===== src/hw/fpt_params.svh =====
// Constants of the fan PWM and tachometer block
// Definitions only; included by the fpt_chan, fpt_stagger and fpt_top design files
`ifndef FPT_PARAMS_SVH
`define FPT_PARAMS_SVH
// Timing figures in their own units
`define FPT_CLK_HZ        100000000
`define FPT_PWM_HZ        18
`define FPT_PWM_STEPS     100
`define FPT_WIN_MS        125
`define FPT_STAGGER_MS    500
`define FPT_TICK_US       100
// Register byte offsets
`define FPT_CTRL_OFS      8'h00
`define FPT_STAT_OFS      8'h04
`define FPT_WIN_OFS       8'h08
`define FPT_POWER_OFS     8'h10
`define FPT_SPEED_OFS     8'h20
// Field positions
`define FPT_CTRL_REP_LSB  0
`define FPT_CTRL_RPM_BIT  4
`define FPT_PWR_LSB       0
`define FPT_GLT_LSB       8
`define FPT_PPR_LSB       16
// Reset values
`define FPT_REP_RST       4'h0
`define FPT_POWER_FULL    7'h64
`define FPT_GLT_RST       8'h0A
`define FPT_PPR_RST       2'h1
`endif


===== src/hw/fpt_pkg.sv =====
// Types shared by the fan PWM and tachometer block
// Assumes nothing beyond a SystemVerilog compiler
package fpt_pkg;
  typedef logic [6:0]  fpt_power_type;   // Percent, 0 to 100
  typedef logic [7:0]  fpt_glitch_type;  // Glitch delay in ticks
  typedef logic [1:0]  fpt_ppr_type;     // Log2 of pulses per rev
  typedef logic [15:0] fpt_count_type;   // Edge count
  typedef logic [1:0]  fpt_ch_type;      // Channel index
  typedef enum logic [1:0] {
    FPT_RESP_OKAY   = 2'b00,
    FPT_RESP_SLVERR = 2'b10
  } fpt_resp_type;
  typedef enum logic [1:0] {
    FPT_SEQ_STEP = 2'b00,
    FPT_SEQ_WAIT = 2'b01,
    FPT_SEQ_DONE = 2'b10
  } fpt_seq_type;
endpackage


===== src/hw/fpt_chan_if.sv =====
// Signals between the block's control core and one fan channel
// Assumes the package is compiled first
interface fpt_chan_if;
  import fpt_pkg::*;
  logic           pwm_on;     // Normal PWM level
  logic           started;    // Channel released at power-up
  logic           win_start;  // Own window begins
  logic           win_end;    // Own window ends
  logic           report_en;  // Speed reporting wanted
  logic           tick;       // Glitch timebase pulse
  fpt_glitch_type glitch;     // Glitch delay in ticks
  logic           switch_on;  // Power switch state
  logic           force_on;   // Stretch active
  fpt_count_type  edges;      // Edges of last window
  modport ctl  (output pwm_on, started, win_start, win_end, report_en, tick, glitch,
                input switch_on, force_on, edges);
  modport chan (input pwm_on, started, win_start, win_end, report_en, tick, glitch,
                output switch_on, force_on, edges);
endinterface


===== src/hw/fpt_chan.sv =====
// One fan channel: tach synchroniser, glitch mask, stretch, edge count
// Assumes window strobes and tick come from the core on the same clock
`include "fpt_params.svh"
module fpt_chan (
  input wire logic   aclk,
  input wire logic   aresetn,
  input wire logic   tach_in,
  fpt_chan_if.chan   cif
);
  import fpt_pkg::*;
  logic           s1_q, s2_q, s3_q;   // Sync chain and edge history
  logic           sw_q;               // Switch state
  logic           force_q;            // Stretch in progress
  logic [1:0]     fedge_q;            // Edges seen while stretched
  fpt_glitch_type glt_q;              // Ticks since power applied
  fpt_count_type  run_q;              // Edges in current window
  fpt_count_type  edges_q;            // Edges of last window
  logic           glitch_done;
  logic           good_edge;

  // Two flops to synchronise, third only for edge detect
  // Reset to the idle pull-up level, so no false edge follows reset
  always_ff @(posedge aclk) begin
    if (!aresetn) begin
      s1_q <= 1'b1;
      s2_q <= 1'b1;
      s3_q <= 1'b1;
    end else begin
      s1_q <= tach_in;
      s2_q <= s1_q;
      s3_q <= s2_q;
    end
  end

  assign glitch_done = (glt_q >= cif.glitch);
  // Edges right after power-on are motor noise, not speed
  assign good_edge = s2_q & ~s3_q & sw_q & glitch_done;

  // Glitch timer restarts whenever power is removed
  always_ff @(posedge aclk) begin
    if (!aresetn || !sw_q) begin
      glt_q <= 8'h00;
    end else if (cif.tick && !glitch_done) begin
      glt_q <= glt_q + 8'h01;
    end
  end

  // Stretch: forced on at window start, released after two edges
  always_ff @(posedge aclk) begin
    if (!aresetn || cif.win_end) begin
      force_q <= 1'b0;
    end else if (cif.win_start && cif.report_en && cif.started) begin
      force_q <= 1'b1;
    end else if (force_q && glitch_done && fedge_q == 2'd2) begin
      force_q <= 1'b0;
    end
  end

  // Saturating count of edges while stretched
  always_ff @(posedge aclk) begin
    if (!aresetn || cif.win_start) begin
      fedge_q <= 2'd0;
    end else if (force_q && good_edge && fedge_q != 2'd2) begin
      fedge_q <= fedge_q + 2'd1;
    end
  end

  // Stretch only adds on-time, so full power is never disturbed
  always_ff @(posedge aclk) begin
    if (!aresetn) begin
      sw_q <= 1'b0;
    end else begin
      sw_q <= cif.started & (cif.pwm_on | force_q);
    end
  end

  // Window edge count, held for software at window end
  always_ff @(posedge aclk) begin
    if (!aresetn || cif.win_start) begin
      run_q <= 16'h0000;
    end else if (good_edge && run_q != 16'hFFFF) begin
      run_q <= run_q + 16'h0001;
    end
  end

  always_ff @(posedge aclk) begin
    if (!aresetn) begin
      edges_q <= 16'h0000;
    end else if (cif.win_end) begin
      edges_q <= run_q;
    end
  end

  assign cif.switch_on = sw_q;
  assign cif.force_on  = force_q;
  assign cif.edges     = edges_q;
endmodule


===== src/hw/fpt_stagger.sv =====
// Power-up sequencer: releases fans one by one
// Assumes go rises once the boot power settings are loaded
`include "fpt_params.svh"
module fpt_stagger #(
  parameter int unsigned STAGGER_CYC = 50000000
) (
  input  wire logic       aclk,
  input  wire logic       aresetn,
  input  wire logic       go,
  input  wire logic [3:0] on_mask,
  output logic      [3:0] started
);
  import fpt_pkg::*;
  fpt_seq_type st_q;   // Sequencer state
  fpt_ch_type  idx_q;  // Channel being released
  logic [31:0] gap_q;  // Cycles left before next release

  // A fan that stays off costs no current, so no wait after it
  always_ff @(posedge aclk) begin
    if (!aresetn) begin
      st_q    <= FPT_SEQ_STEP;
      idx_q   <= 2'd0;
      gap_q   <= 32'h0;
      started <= 4'h0;
    end else begin
      unique case (st_q)
        FPT_SEQ_STEP: if (go) begin
          started[idx_q] <= 1'b1;
          if (on_mask[idx_q]) begin
            gap_q <= 32'(STAGGER_CYC - 1);
            st_q  <= FPT_SEQ_WAIT;
          end else if (idx_q == 2'd3) begin
            st_q <= FPT_SEQ_DONE;
          end else begin
            idx_q <= idx_q + 2'd1;
          end
        end
        FPT_SEQ_WAIT: if (gap_q == 32'h0) begin
          if (idx_q == 2'd3) begin
            st_q <= FPT_SEQ_DONE;
          end else begin
            idx_q <= idx_q + 2'd1;
            st_q  <= FPT_SEQ_STEP;
          end
        end else begin
          gap_q <= gap_q - 32'h1;
        end
        FPT_SEQ_DONE: st_q <= FPT_SEQ_DONE;
        default:      st_q <= FPT_SEQ_DONE;
      endcase
    end
  end
endmodule


===== src/hw/fpt_top.sv =====
// Four-channel fan PWM and tachometer monitor with AXI4-Lite registers
// Assumes one 100 MHz clock; tach inputs are asynchronous to it
//
// Added by the designer: the AXI4-Lite slave port and the register offsets.
`include "fpt_params.svh"

// Functional notes
// - Four independent fan channels
// - Power percent sets low-side switch duty
// - PWM period is 18 Hz
// - Tach averaged over 1/8 second window
// - Channels measured round-robin, 125 ms each
// - Reporting fan forced on at window start
// - Stay on until glitch delay, two edges
// - Stretched pulse lasts at most 1/8 second
// - Report RPM or raw count per channel; one rpm_mode_q bit sets the mode for all channels
// - Full-power on-time left unaltered; shorter on-times may be stretched
// - Boot power loaded; fans started 0.5 s apart; a fan at zero power gets no gap after it
module fpt_top #(
  parameter int unsigned PWM_SLICE_CYC = `FPT_CLK_HZ / (`FPT_PWM_HZ * `FPT_PWM_STEPS),
  parameter int unsigned WIN_CYC       = `FPT_CLK_HZ / 1000 * `FPT_WIN_MS,
  parameter int unsigned STAGGER_CYC   = `FPT_CLK_HZ / 1000 * `FPT_STAGGER_MS,
  parameter int unsigned TICK_CYC      = `FPT_CLK_HZ / 1000000 * `FPT_TICK_US
) (
  input  wire logic                          aclk,
  input  wire logic                          aresetn,
  input  wire logic [7:0]                    awaddr,
  input  wire logic                          awvalid,
  output logic                               awready,
  input  wire logic [31:0]                   wdata,
  input  wire logic [3:0]                    wstrb,
  input  wire logic                          wvalid,
  output logic                               wready,
  output logic [1:0]                         bresp,
  output logic                               bvalid,
  input  wire logic                          bready,
  input  wire logic [7:0]                    araddr,
  input  wire logic                          arvalid,
  output logic                               arready,
  output logic [31:0]                        rdata,
  output logic [1:0]                         rresp,
  output logic                               rvalid,
  input  wire logic                          rready,
  input  wire logic                          boot_valid,
  input  wire fpt_pkg::fpt_power_type [3:0]  boot_power,
  input  wire logic [3:0]                    tach_in,
  output logic [3:0]                         fan_sw_on
);
  import fpt_pkg::*;

  // Scale from pulses per window to pulses per minute
  localparam logic [31:0] RPM_SCALE = 32'(60 * 1000 / `FPT_WIN_MS);
  localparam logic [6:0]  LAST_STEP = 7'(`FPT_PWM_STEPS - 1);

  // Software settings
  logic [3:0]     report_q;         // Per-channel reporting enable
  logic           rpm_mode_q;       // Speed reads RPM, else raw
  fpt_power_type  power_q  [4];     // Power percent
  fpt_glitch_type glitch_q [4];     // Glitch delay
  fpt_ppr_type    ppr_q    [4];     // Pulses per rev, log2
  logic           boot_done_q;      // Boot settings taken

  // Bus slave state
  logic           aw_hold_q;        // Write address held
  logic [7:0]     aw_addr_q;
  logic           w_hold_q;         // Write data held
  logic [31:0]    w_data_q;
  logic [3:0]     w_strb_q;
  logic           bvalid_q;
  fpt_resp_type   bresp_q;
  logic           rvalid_q;
  logic [31:0]    rdata_q;
  fpt_resp_type   rresp_q;
  logic           do_wr;            // Write performed this cycle
  logic           wr_hit;           // Write address mapped
  logic [31:0]    rd_word;          // Read mux output
  logic           rd_hit;           // Read address mapped
  logic [31:0]    ctrl_new;         // Control word after write merge
  logic [31:0]    pwr_new;          // Power word after write merge

  // Timebases
  logic [31:0]    slice_q;          // Cycles within PWM step
  logic [6:0]     step_q;           // PWM step 0..99
  logic [31:0]    tick_q;           // Glitch tick divider
  logic           tick;
  logic [31:0]    win_q;            // Cycles within window
  fpt_ch_type     cur_ch_q;         // Channel being measured
  logic           win_last;

  // Channel views
  logic [3:0]     started;
  logic [3:0]     pwm_on;
  logic [3:0]     on_mask;
  logic [3:0]     force_vec;
  fpt_count_type  edges [4];

  // Byte-lane merge of a write into an old word
  function automatic logic [31:0] merge(input logic [31:0] old,
                                        input logic [31:0] data,
                                        input logic [3:0]  strb);
    logic [31:0] res;
    res = old;
    for (int b = 0; b < 4; b++) begin
      if (strb[b]) begin
        res[8*b +: 8] = data[8*b +: 8];
      end
    end
    return res;
  endfunction

  // Settings above full power mean full power
  function automatic fpt_power_type clamp(input logic [6:0] p);
    return (p > `FPT_POWER_FULL) ? `FPT_POWER_FULL : p;
  endfunction

  // True when an address falls in the power or speed register bank
  function automatic logic in_bank(input logic [7:0] a, input logic [7:0] base);
    return a[7:4] == base[7:4];
  endfunction

  // Speed from a window count: pulses times 480 over pulses per rev
  function automatic logic [31:0] rpm(input fpt_count_type n, input fpt_ppr_type p);
    logic [31:0] prod;
    prod = 32'(n) * RPM_SCALE;
    return prod >> p;
  endfunction

  // Power register image
  function automatic logic [31:0] power_word(input int i);
    logic [31:0] w;
    w = 32'h0;
    w[`FPT_PWR_LSB +: 7] = power_q[i];
    w[`FPT_GLT_LSB +: 8] = glitch_q[i];
    w[`FPT_PPR_LSB +: 2] = ppr_q[i];
    return w;
  endfunction

  // Write channel: each of address and data is held until both are in
  assign awready = !aw_hold_q;
  assign wready  = !w_hold_q;
  assign do_wr   = aw_hold_q && w_hold_q && !bvalid_q;
  assign wr_hit  = (aw_addr_q == `FPT_CTRL_OFS) || in_bank(aw_addr_q, `FPT_POWER_OFS);

  always_ff @(posedge aclk) begin
    if (!aresetn) begin
      aw_hold_q <= 1'b0;
      aw_addr_q <= 8'h00;
    end else if (awvalid && awready) begin
      aw_hold_q <= 1'b1;
      aw_addr_q <= awaddr;
    end else if (do_wr) begin
      aw_hold_q <= 1'b0;
    end
  end

  always_ff @(posedge aclk) begin
    if (!aresetn) begin
      w_hold_q <= 1'b0;
      w_data_q <= 32'h0;
      w_strb_q <= 4'h0;
    end else if (wvalid && wready) begin
      w_hold_q <= 1'b1;
      w_data_q <= wdata;
      w_strb_q <= wstrb;
    end else if (do_wr) begin
      w_hold_q <= 1'b0;
    end
  end

  // Write response; unmapped or read-only targets answer SLVERR
  always_ff @(posedge aclk) begin
    if (!aresetn) begin
      bvalid_q <= 1'b0;
      bresp_q  <= FPT_RESP_OKAY;
    end else if (do_wr) begin
      bvalid_q <= 1'b1;
      bresp_q  <= wr_hit ? FPT_RESP_OKAY : FPT_RESP_SLVERR;
    end else if (bready) begin
      bvalid_q <= 1'b0;
    end
  end

  assign bvalid = bvalid_q;
  assign bresp  = bresp_q;

  // Merged write words; a process, so reads inside functions are tracked
  always_comb begin
    ctrl_new = merge({27'h0, rpm_mode_q, report_q}, w_data_q, w_strb_q);
    pwr_new  = merge(power_word(int'(aw_addr_q[3:2])), w_data_q, w_strb_q);
  end

  // Control register
  always_ff @(posedge aclk) begin
    if (!aresetn) begin
      report_q   <= `FPT_REP_RST;
      rpm_mode_q <= 1'b0;
    end else if (do_wr && aw_addr_q == `FPT_CTRL_OFS) begin
      report_q   <= ctrl_new[`FPT_CTRL_REP_LSB +: 4];
      rpm_mode_q <= ctrl_new[`FPT_CTRL_RPM_BIT];
    end
  end

  // Per-channel power registers; boot values taken once after reset
  always_ff @(posedge aclk) begin
    if (!aresetn) begin
      boot_done_q <= 1'b0;
      for (int i = 0; i < 4; i++) begin
        power_q[i]  <= `FPT_POWER_FULL;
        glitch_q[i] <= `FPT_GLT_RST;
        ppr_q[i]    <= `FPT_PPR_RST;
      end
    end else if (!boot_done_q) begin
      boot_done_q <= 1'b1;
      for (int i = 0; i < 4; i++) begin
        power_q[i] <= boot_valid ? clamp(boot_power[i]) : `FPT_POWER_FULL;
      end
    end else if (do_wr && in_bank(aw_addr_q, `FPT_POWER_OFS)) begin
      power_q[aw_addr_q[3:2]]  <= clamp(pwr_new[`FPT_PWR_LSB +: 7]);
      glitch_q[aw_addr_q[3:2]] <= pwr_new[`FPT_GLT_LSB +: 8];
      ppr_q[aw_addr_q[3:2]]    <= pwr_new[`FPT_PPR_LSB +: 2];
    end
  end

  // Read mux over settings and live state
  always_comb begin
    rd_word = 32'h0;
    rd_hit  = 1'b1;
    if (araddr == `FPT_CTRL_OFS) begin
      rd_word = {27'h0, rpm_mode_q, report_q};
    end else if (araddr == `FPT_STAT_OFS) begin
      rd_word = {18'h0, cur_ch_q, force_vec, fan_sw_on, started};
    end else if (araddr == `FPT_WIN_OFS) begin
      rd_word = WIN_CYC;
    end else if (in_bank(araddr, `FPT_POWER_OFS)) begin
      rd_word = power_word(int'(araddr[3:2]));
    end else if (in_bank(araddr, `FPT_SPEED_OFS)) begin
      // Raw count lets the host do its own arithmetic
      rd_word = rpm_mode_q ? rpm(edges[araddr[3:2]], ppr_q[araddr[3:2]])
                           : {16'h0, edges[araddr[3:2]]};
    end else begin
      rd_hit = 1'b0;
    end
  end

  // Read channel: one cycle from address to data
  assign arready = !rvalid_q;

  always_ff @(posedge aclk) begin
    if (!aresetn) begin
      rvalid_q <= 1'b0;
      rdata_q  <= 32'h0;
      rresp_q  <= FPT_RESP_OKAY;
    end else if (arvalid && arready) begin
      rvalid_q <= 1'b1;
      rdata_q  <= rd_word;
      rresp_q  <= rd_hit ? FPT_RESP_OKAY : FPT_RESP_SLVERR;
    end else if (rready) begin
      rvalid_q <= 1'b0;
    end
  end

  assign rvalid = rvalid_q;
  assign rdata  = rdata_q;
  assign rresp  = rresp_q;

  // PWM timebase: 100 steps make one period
  always_ff @(posedge aclk) begin
    if (!aresetn) begin
      slice_q <= 32'h0;
      step_q  <= 7'h00;
    end else if (slice_q == 32'(PWM_SLICE_CYC - 1)) begin
      slice_q <= 32'h0;
      step_q  <= (step_q == LAST_STEP) ? 7'h00 : step_q + 7'h01;
    end else begin
      slice_q <= slice_q + 32'h1;
    end
  end

  // Glitch timebase
  assign tick = (tick_q == 32'(TICK_CYC - 1));

  always_ff @(posedge aclk) begin
    if (!aresetn || tick) begin
      tick_q <= 32'h0;
    end else begin
      tick_q <= tick_q + 32'h1;
    end
  end

  // Measurement windows visit channels in turn
  assign win_last = (win_q == 32'(WIN_CYC - 1));

  always_ff @(posedge aclk) begin
    if (!aresetn) begin
      win_q    <= 32'h0;
      cur_ch_q <= 2'd0;
    end else if (win_last) begin
      win_q    <= 32'h0;
      cur_ch_q <= cur_ch_q + 2'd1;
    end else begin
      win_q <= win_q + 32'h1;
    end
  end

  // Power-up release of the fans
  fpt_stagger #(
    .STAGGER_CYC (STAGGER_CYC)
  ) u_stagger (
    .aclk    (aclk),
    .aresetn (aresetn),
    .go      (boot_done_q),
    .on_mask (on_mask),
    .started (started)
  );

  fpt_chan_if cif [4] ();

  // Four identical channels
  for (genvar i = 0; i < 4; i++) begin : g_ch
    assign pwm_on[i]  = step_q < power_q[i];
    assign on_mask[i] = power_q[i] != 7'h00;
    assign cif[i].pwm_on    = pwm_on[i];
    assign cif[i].started   = started[i];
    assign cif[i].win_start = (win_q == 32'h0) && (cur_ch_q == 2'(i));
    assign cif[i].win_end   = win_last && (cur_ch_q == 2'(i));
    assign cif[i].report_en = report_q[i];
    assign cif[i].tick      = tick;
    assign cif[i].glitch    = glitch_q[i];
    assign fan_sw_on[i]     = cif[i].switch_on;
    assign force_vec[i]     = cif[i].force_on;
    assign edges[i]         = cif[i].edges;

    fpt_chan u_chan (
      .aclk    (aclk),
      .aresetn (aresetn),
      .tach_in (tach_in[i]),
      .cif     (cif[i])
    );
  end
endmodule

===== config.mk =====
export PLATFORM = sky130hd
export DESIGN_NAME = fpt_top
export DESIGN_NICKNAME = d
export VERILOG_FILES = /design/src/hw/fpt_pkg.sv /design/src/hw/fpt_chan_if.sv /design/src/hw/fpt_chan.sv /design/src/hw/fpt_stagger.sv /design/src/hw/fpt_top.sv
export VERILOG_INCLUDE_DIRS = /design/src /design/src/hw
export SDC_FILE = /design/constraint.sdc
export NUM_CORES = 1
export LEC_CHECK = 0
export ABC_AREA = 1
export ABC_CLOCK_PERIOD_IN_PS = 12050
export BUFFER_PORTS_ARGS = -buffer_cell sky130_fd_sc_hd__buf_2
export CAP_MARGIN = 0
export CORE_MARGIN = 2
export CORE_UTILIZATION = 60
export CTS_BUF_LIST = sky130_fd_sc_hd__clkbuf_16
export DETAILED_ROUTE_END_ITERATION = 10
export PLACE_DENSITY = 0.78
export SYNTH_ARGS = -nofsm -noshare
export SYNTH_HDL_FRONTEND = slang
export SYNTH_SLANG_ARGS = --single-unit

===== constraint.sdc =====
create_clock -name aclk -period 12.05 [get_ports aclk]
set_clock_uncertainty 0.2 [all_clocks]
set_input_delay 2.41 -clock aclk [delete_from_list [all_inputs] [get_ports aclk]]
set_output_delay 2.41 -clock aclk [all_outputs]
set_load 0.01 [all_outputs]

==> run summary, run 1 <==
TritonCTS built the clock tree. The number of antenna violations at the first check in global routing is 0. The fmax is about 130 MHz. The proportion of layout cells with a drive suffix above 1 came out at 0.0728. The number of global-route vias before repair is approximately 23000. The biggest area contributor in the post-synthesis netlist is dfxtp_1.

The relative slew slack is 0.262. For the pin with the worst max-slew slack, the measured transition is about 1100 ps. The number of storage elements in the synthesis netlist came out at 468. The setup slack at placement is 3990 ps. The floorplan step defined a die boundary enclosing roughly 0.046 mm^2. The net switching power of the design came out at between 1 and 1.5 mW. The vias per cell came out at ~5.6. The worst hold path belongs to the class reg2reg. Setup repair after global routing left no endpoint under its margin. STA puts the critical path data arrival time at just under 8000 ps. The cell area after placement came out at ~0.028 mm^2. The number of levels in the clock H-tree came out at 2. The cell that appears most often on the critical path is nand3_1. The final max-slew violation count came to 0.

The combined global-route utilization of all metal layers came out at 0.307. The post-CTS setup-driven buffer insertion count came out at 0. The post-synthesis instance area came out at 0.0268 mm^2. The category of the worst setup path capture point is a flop. The number of nets in the layout came out at 4058. The total of max-cap violations is 0.

For this run, asynchronously set or reset flops after synthesis account for 0. The number of failing setup endpoints in the final timing report came out at 0. For hold timing, the worst endpoint is g_ch[3].u_chan.s2_q$_SDFF_PN1_. The row count is slightly below 80. The number of buffers on the longest clock path came out at 3. The count of input and output buffers is 111.

The core footprint is ~0.044 mm^2. By instance count, the leading cell after synthesis is nand2_1. The shortest period the worst path allows came out at ~7600 ps. The total number of clock tree sinks came out at between 400 and 500. Counting instances, the worst hold path has a depth of 1. The count of pins on the block boundary came out at 137. The first-pass GRT wire length is approximately 120000 um.

The worst path setup slack after routing came out at around 4500 ps. The vertical extent of the die came out at between 200 and 250 um. Power spread over the standard cell area amounts to 134 mW/mm^2. The number of hold-repair buffers added at the cts stage came out at 0. The maximum fanout encountered on the critical timing path came out at 34. The final RePlAce weighted congestion came out at around 0.97.

The switching fraction of total power is 0.302. The count of vias placed by the detailed router came out at 25200. The detailed-route DRC error count came out at 0.

The wire length per cell is between 15 and 20 um. The number of buffers created by CTS came out at 50. The count of nets left with antenna violations after detail routing is 0. The count of TritonRoute iterations in the first routing pass came out at 10. The Yosys warning count is 0. The wire length after detailed routing is about 70000 um. In this run, synthesis inferred roughly 70 flip-flops with an integrated enable. In this run the critical register-to-register path is captured at rdata[10]$_SDFFE_PN0P_. The violation count after the first detailed-routing iteration is 2395. The clock-pin slew on the worst setup and hold paths is about 60 ps. The area growth from synthesis to layout came out at 9.22%. Traced cell by cell, the critical path runs through buf_2 -> buf_4 -> nor2_1 -> inv_1 -> o22ai_1 -> a21oi_1 -> fa_1 -> fa_1 -> inv_1 -> ha_1 -> nand2_1 -> nand2_1 -> nand2_1 -> nand3_1 -> or2_2 -> nand3_1 -> nand3_1 -> nand3_1 -> nand3_1 -> nand2_1 -> a21oi_1. The number of unique standard cell types used by synthesis came out at 58. Data on the critical path is required at its endpoint by between 10000 and 15000 ps. The count of endpoints failing hold in the final timing report is 0.

Of the total power, combinational logic draws 0.164. The mean instance size in the synthesized netlist came out at between 7 and 8 um^2. In the synthesized netlist, the cells that appear most often are nand2_1, inv_1, dfxtp_1. Summed over all cells, the static leakage comes to 12.1 nW. In the synthesized netlist the dominant register cell turns out to be dfxtp_1. The share of the clock period used by the worst path came out at 0.628. The total design power came out at between 3 and 4 mW.

The critical path is of the in2reg type. The launching element type of the critical path is a primary input. The portion of total power attributed to sequential cells is 0.437. The startpoint identified for the worst hold timing path is g_ch[3].u_chan.s1_q$_SDFF_PN1_. The largest stage delay on the critical path is approximately 700 ps. Post-CTS repair changed the size of 0 cells. Clock latency on the worst-skew pair, taken at its later pin, is between 600 and 700 ps. The finished cells cover 0.0293 mm^2. The horizontal die dimension is ~220 um. The effective utilization at floorplan is 0.608. Setup total negative slack on the finished layout was measured at 0 ps. For this run, the register share of the synthesized area comes to 0.375. The HPWL after detailed placement is 52900 um. By area the synthesized netlist is led by dfxtp_1, nand2_1, edfxtp_1. The peak ir drop on the vdd network came out at 104 uV. The maximum number of pins on one net before global-route repair came out at 80. The run finished with clean final reports. The cell-internal power is around 2.7 mW.

The clock share of power is 0.398. Measured in cells, the most critical reg-to-reg path has a length of 18. The startpoint identified for the worst register-to-register timing path is g_ch[3].u_chan.cif.edges[3]$_SDFFE_PN0P_. For this run the aggregate overflow at the end of global routing stands at 0. The top cell type's share of synthesized area is 0.299. The antenna diode instance count came out at 0. The synthesized instance count is 3768. The slowest stage of the critical path belongs to the cell a21oi_1. The tree is rooted in a clkbuf_16. In this run the register-to-register setup slack is between 7000 and 8000 ps.
[per-stage QoR]
step | util | hold WS, ps | instances
3_3_place_gp | 0.626 | 195 | 4371
5_1_grt | 0.664 | 226 | 4463
6_report | 0.664 | 213 | 4463
4_1_cts | 0.664 | 215 | 4463
2_1_floorplan | - | 191 | 3776
3_5_place_dp | 0.626 | 201 | 4371
[registers in the layout, indices dropped and copies added, names as in the netlist, 7 cells and up, named ones only]
signal and cells:
aw_addr_q 8, g_ch.u_chan.cif.edges 64, g_ch.u_chan.fedge_q 8, g_ch.u_chan.glt_q 32, g_ch.u_chan.run_q 64, glitch_q 32, power_q 28, ppr_q 8
rdata 25, slice_q 32, step_q 7, tick_q 32, u_stagger.gap_q 32, w_data_q 17, win_q 32
[critical path, delay by kind of cell]
family | cells | cell delay (ps)
AO/OA/AOI/OAI | 3 | 940
AND/OR/NAND/NOR | 11 | 1420
buffers and inverters | 4 | 1540
adder cells (fa/ha/maj) | 3 | 1450
[power by group through the flow]
stage / registers [mW] / clock network (mW) / logic [mW]
after floorplan: 1.73 / 0 / 0.480
after global placement: 1.74 / 0 / 0.617
after detailed placement: 1.75 / 0 / 0.627
after CTS: 1.71 / 1.57 / 0.633
after global routing: 1.72 / 1.64 / 0.725
final: 1.72 / 1.56 / 0.645
[how the worst max path moves through the flow]
stage,start,end,cells past startpoint
6_report,araddr[2],rdata[10]$_SDFFE_PN0P_,21
5_1_grt,araddr[2],rdata[10]$_SDFFE_PN0P_,21
4_1_cts,araddr[2],rdata[10]$_SDFFE_PN0P_,21
3_5_place_dp,araddr[2],rdata[10]$_SDFFE_PN0P_,21
3_3_place_gp,araddr[2],rdata[10]$_SDFFE_PN0P_,21
2_1_floorplan,araddr[2],rdata[20]$_SDFFE_PN0P_,21
[cell usage in the layout (no fill, tap or decap), types with 16 or more instances in the layout]
cell / synthesis / layout
nand2_1: 737 / 737
inv_1: 543 / 553
dfxtp_1: 400 / 400
nor2_1: 389 / 389
a21oi_1: 354 / 354
nand3_1: 238 / 238
o21ai_0: 215 / 215
buf_2: 40 / 110
ha_1: 106 / 106
nand4_1: 103 / 103
nor3_1: 97 / 97
edfxtp_1: 68 / 68
xor2_1: 63 / 63
clkbuf_16: 0 / 50
a211oi_1: 37 / 37
nor4_1: 36 / 36
or2_2: 33 / 33
fa_1: 29 / 29
nor3b_1: 27 / 27
xnor2_1: 24 / 24
o211ai_1: 16 / 16
[kinds of logic after synthesis]
family / Yosys count / share of synthesized area
flip-flops: 468 / 0.375
other: 1 / 0.000140
buffers and inverters: 675 / 0.0998
adder cells (fa/ha/maj): 135 / 0.0711
AO/OA/AOI/OAI: 690 / 0.140
XOR/XNOR: 87 / 0.0284
AND/OR/NAND/NOR: 1712 / 0.285
[routing by layer]
layer / up-vias / share of wire / wire length [um] / global-route usage
met5: - / 0 / 0 / 0
met4: 0 / 0.030 / 2150 / 0.0924
met3: 143 / 0.083 / 5920 / 0.0523
met2: 971 / 0.44 / 31200 / 0.480
met1: 11500 / 0.45 / 32400 / 0.436
li1: 12600 / - / - / -
[final cells by class]
cell class,count,area (um^2)
clock inverters,42,397
fillers,4009,14800
multi-input cells,2633,14100
inverters,557,2100
flip-flops and latches,468,10000
repair buffers,121,633
clock buffers,50,1250
well taps,592,741
(Power assumes the default switching activity.)
==> run 2, diff against run 1 <==
ABC_CLOCK_PERIOD_IN_PS = 7100   (was 12050)
clock period = 7.1 ns   (was 12.05 ns; I/O delays follow)
==> run 2 against run 1 <==
Against the previous run: flip-flop and latch count did not move; design area rose by 0.16%; worst setup slack got worse by 3000 ps.
==> run summary, run 2 (synthesized netlist as in run 1, its figures left out) <==
The flow ran to the end, and the final reports show no timing, DRC or antenna violations. The number of nets in the layout is 4064 (+0.15%). The combined global-route utilization of all metal layers came out at 0.303 (-0.00413). The antenna diode instance count was 0 (unchanged). The total of max-cap violations came out at 0 (unchanged). The post-CTS setup-driven buffer insertion count was 0 (unchanged).

STA classifies the critical path startpoint as a primary input. The wire length after detailed routing came out at 70900 um (-1.1%). The detailed-route DRC error count came to 0 (unchanged). The number of hold-repair buffers added at the cts stage came out at 0 (unchanged). The number of antenna violations at the first check in global routing is 0 (unchanged).

The number of buffers created by CTS came to 50 (unchanged). TritonCTS built the clock tree. The proportion of layout cells with a drive suffix above 1 is 0.0743 (+0.00143). The number of buffers on the longest clock path is 3 (unchanged).

The vias per cell is 5.61 (-0.55%). The relative slew slack is 0.269 (+0.00709). The final max-slew violation count is 0 (unchanged). The library cell used most frequently in the layout, excluding fill and tap cells, is nand2_1.

The horizontal die dimension came out at 215 um (unchanged). The fmax is between 150 and 200 MHz. Setup repair after global routing left no endpoint under its margin. The leakage power total came out at 12.2 nW (+0.34%). The number of failing setup endpoints in the final timing report is 0 (unchanged). The first-pass GRT wire length is 116000 um (-0.79%).

The total number of clock tree sinks was 468 (unchanged). The count of vias placed by the detailed router came out at 25100 (-0.42%). The violation count after the first detailed-routing iteration is 2447 (+2.2%). The effective utilization at floorplan is 0.608 (unchanged). The HPWL after detailed placement came out at 52800 um (-0.21%). The peak ir drop on the vdd network was 195 uV (+88%). The count of input and output buffers is 111 (unchanged). The post-route non-filler standard cell count came out at 4469 (+0.13%). The row count is 77 (unchanged). The min-delay analysis places its worst path in the category reg2reg. The count of nets left with antenna violations after detail routing came out at 0 (unchanged). The count of TritonRoute iterations in the first routing pass came out at 6 (-4).

The maximum number of pins on one net before global-route repair is 67 (-16%). The total of fill cells in the finished design came out at 3952 (-1.4%). The post-cts gate resize count came out at 0 (unchanged). The total overflow reported by the global router was 0 (unchanged).

The count of pins on the block boundary is 137 (unchanged). The wire length per cell came out at 15.9 um (-1.2%). In the layout the commonest cells are nand2_1, inv_1, dfxtp_1, nor2_1, a21oi_1. The final setup TNS came to 0 ps (unchanged). The area growth from synthesis to layout came out at 9.40%. The final RePlAce weighted congestion is 0.942 (-2.5%). The share of the clock period used by the worst path came out at 0.795. The count of endpoints failing hold in the final timing report came out at 0 (unchanged). The cell count after placement was 4377 (+0.14%).

The cell sitting at the root of the clock tree is a clkbuf_16. The total die area came out at 0.0464 mm^2 (unchanged). The number of levels in the clock H-tree came out at 2 (unchanged). The total design power came to 6.64 mW (+69%). The clock-pin slew on the worst setup and hold paths came out at 60 ps (about the same). The vertical extent of the die is 215 um (unchanged). The number of global-route vias before repair is 23000 (-0.63%). The core footprint is 0.0441 mm^2 (unchanged). The endpoint arrival time on the critical path is 5970 ps (-1830 ps). The required arrival time at the worst endpoint is 7420 ps (-4870 ps). The worst setup path is of the in2reg kind. The measured slew at the worst slew-check pin came out at 1100 ps (-10.6 ps).

The power per cell area is 226 mW/mm^2 (+69%). The clock latency on the worst-skew pair is 610 ps (-20 ps). STA classifies the critical path endpoint as a flop. The shortest period the worst path allows is roughly 5600 ps. The maximum fanout encountered on the critical timing path came out at 15 (-56%).
==> run 2: cell count changes in the layout (fill, tap and decap cells not counted), moves of 2 or more <==
cell	delta
buf_4	+6
clkinv_1	-2
inv_1	+2
inv_6	-2
==> run 2: area by class of cell <==
cell class / count / area [um^2] / share of cell area
multi-input cells: 2633 / 14100 / 0.481
flip-flops and latches: 468 / 10000 / 0.343
inverters: 557 / 2100 / 0.0715
clock buffers: 51 / 1280 / 0.0435
well taps: 592 / 741 / 0.0253
repair buffers: 127 / 678 / 0.0231
clock inverters: 41 / 374 / 0.0128
==> run 2: layer usage <==
layer  GRT usage  up-vias  share of wire
met5           0        -              0
met4       0.107        0          0.030
met3      0.0451      130          0.073
met2       0.466      885           0.44
met1       0.434    11500           0.46
li1            -    12600              -
==> run 2: stage by stage <==
stage	setup WS, ps	area, um^2	utilization	hold slack, ps
finish	1460	29300	0.665	214
global route	1110	29300	0.665	247
CTS	1560	29300	0.665	214
detailed placement	935	27700	0.627	198
global placement	1000	27700	0.627	198
floorplan	1780	26800	-	191
==> run 2: critical path, stage by stage <==
cell and delay (ps):
buf_2 290, nor2_1 100, inv_1 460, o22ai_1 130, a31oi_1 500, inv_1 180, fa_1 590, inv_1 60
fa_1 470, inv_1 60, fa_1 450, nand3_1 120, nand3_1 110, nand2_1 110, nand2_1 110, nand2_1 100
nand3_1 100, nand3_1 140, nand2_1 70, o21ai_1 140, nand2_1 130, a21oi_1 130
==> run 2: where the power goes <==
group	internal, mW	switching [mW]
logic	0.336	0.748
clock network	1.53	1.12
registers	2.80	0.109
total	4.66	1.98
==> run 2: path summary, 6_finish.rpt <==
kind / from / to / slack (ps) / cells after the start
worst min register to register: g_ch[3].u_chan.s1_q$_SDFF_PN1_ / g_ch[3].u_chan.s2_q$_SDFF_PN1_ / 210 / 1
worst min-delay path: g_ch[3].u_chan.s1_q$_SDFF_PN1_ / g_ch[3].u_chan.s2_q$_SDFF_PN1_ / 210 / 1
worst max register to register: g_ch[1].u_chan.cif.edges[2]$_SDFFE_PN0P_ / rdata[14]$_SDFFE_PN0P_ / 2770 / 20
worst max-delay path: araddr[3] / rdata[14]$_SDFFE_PN0P_ / 1460 / 22
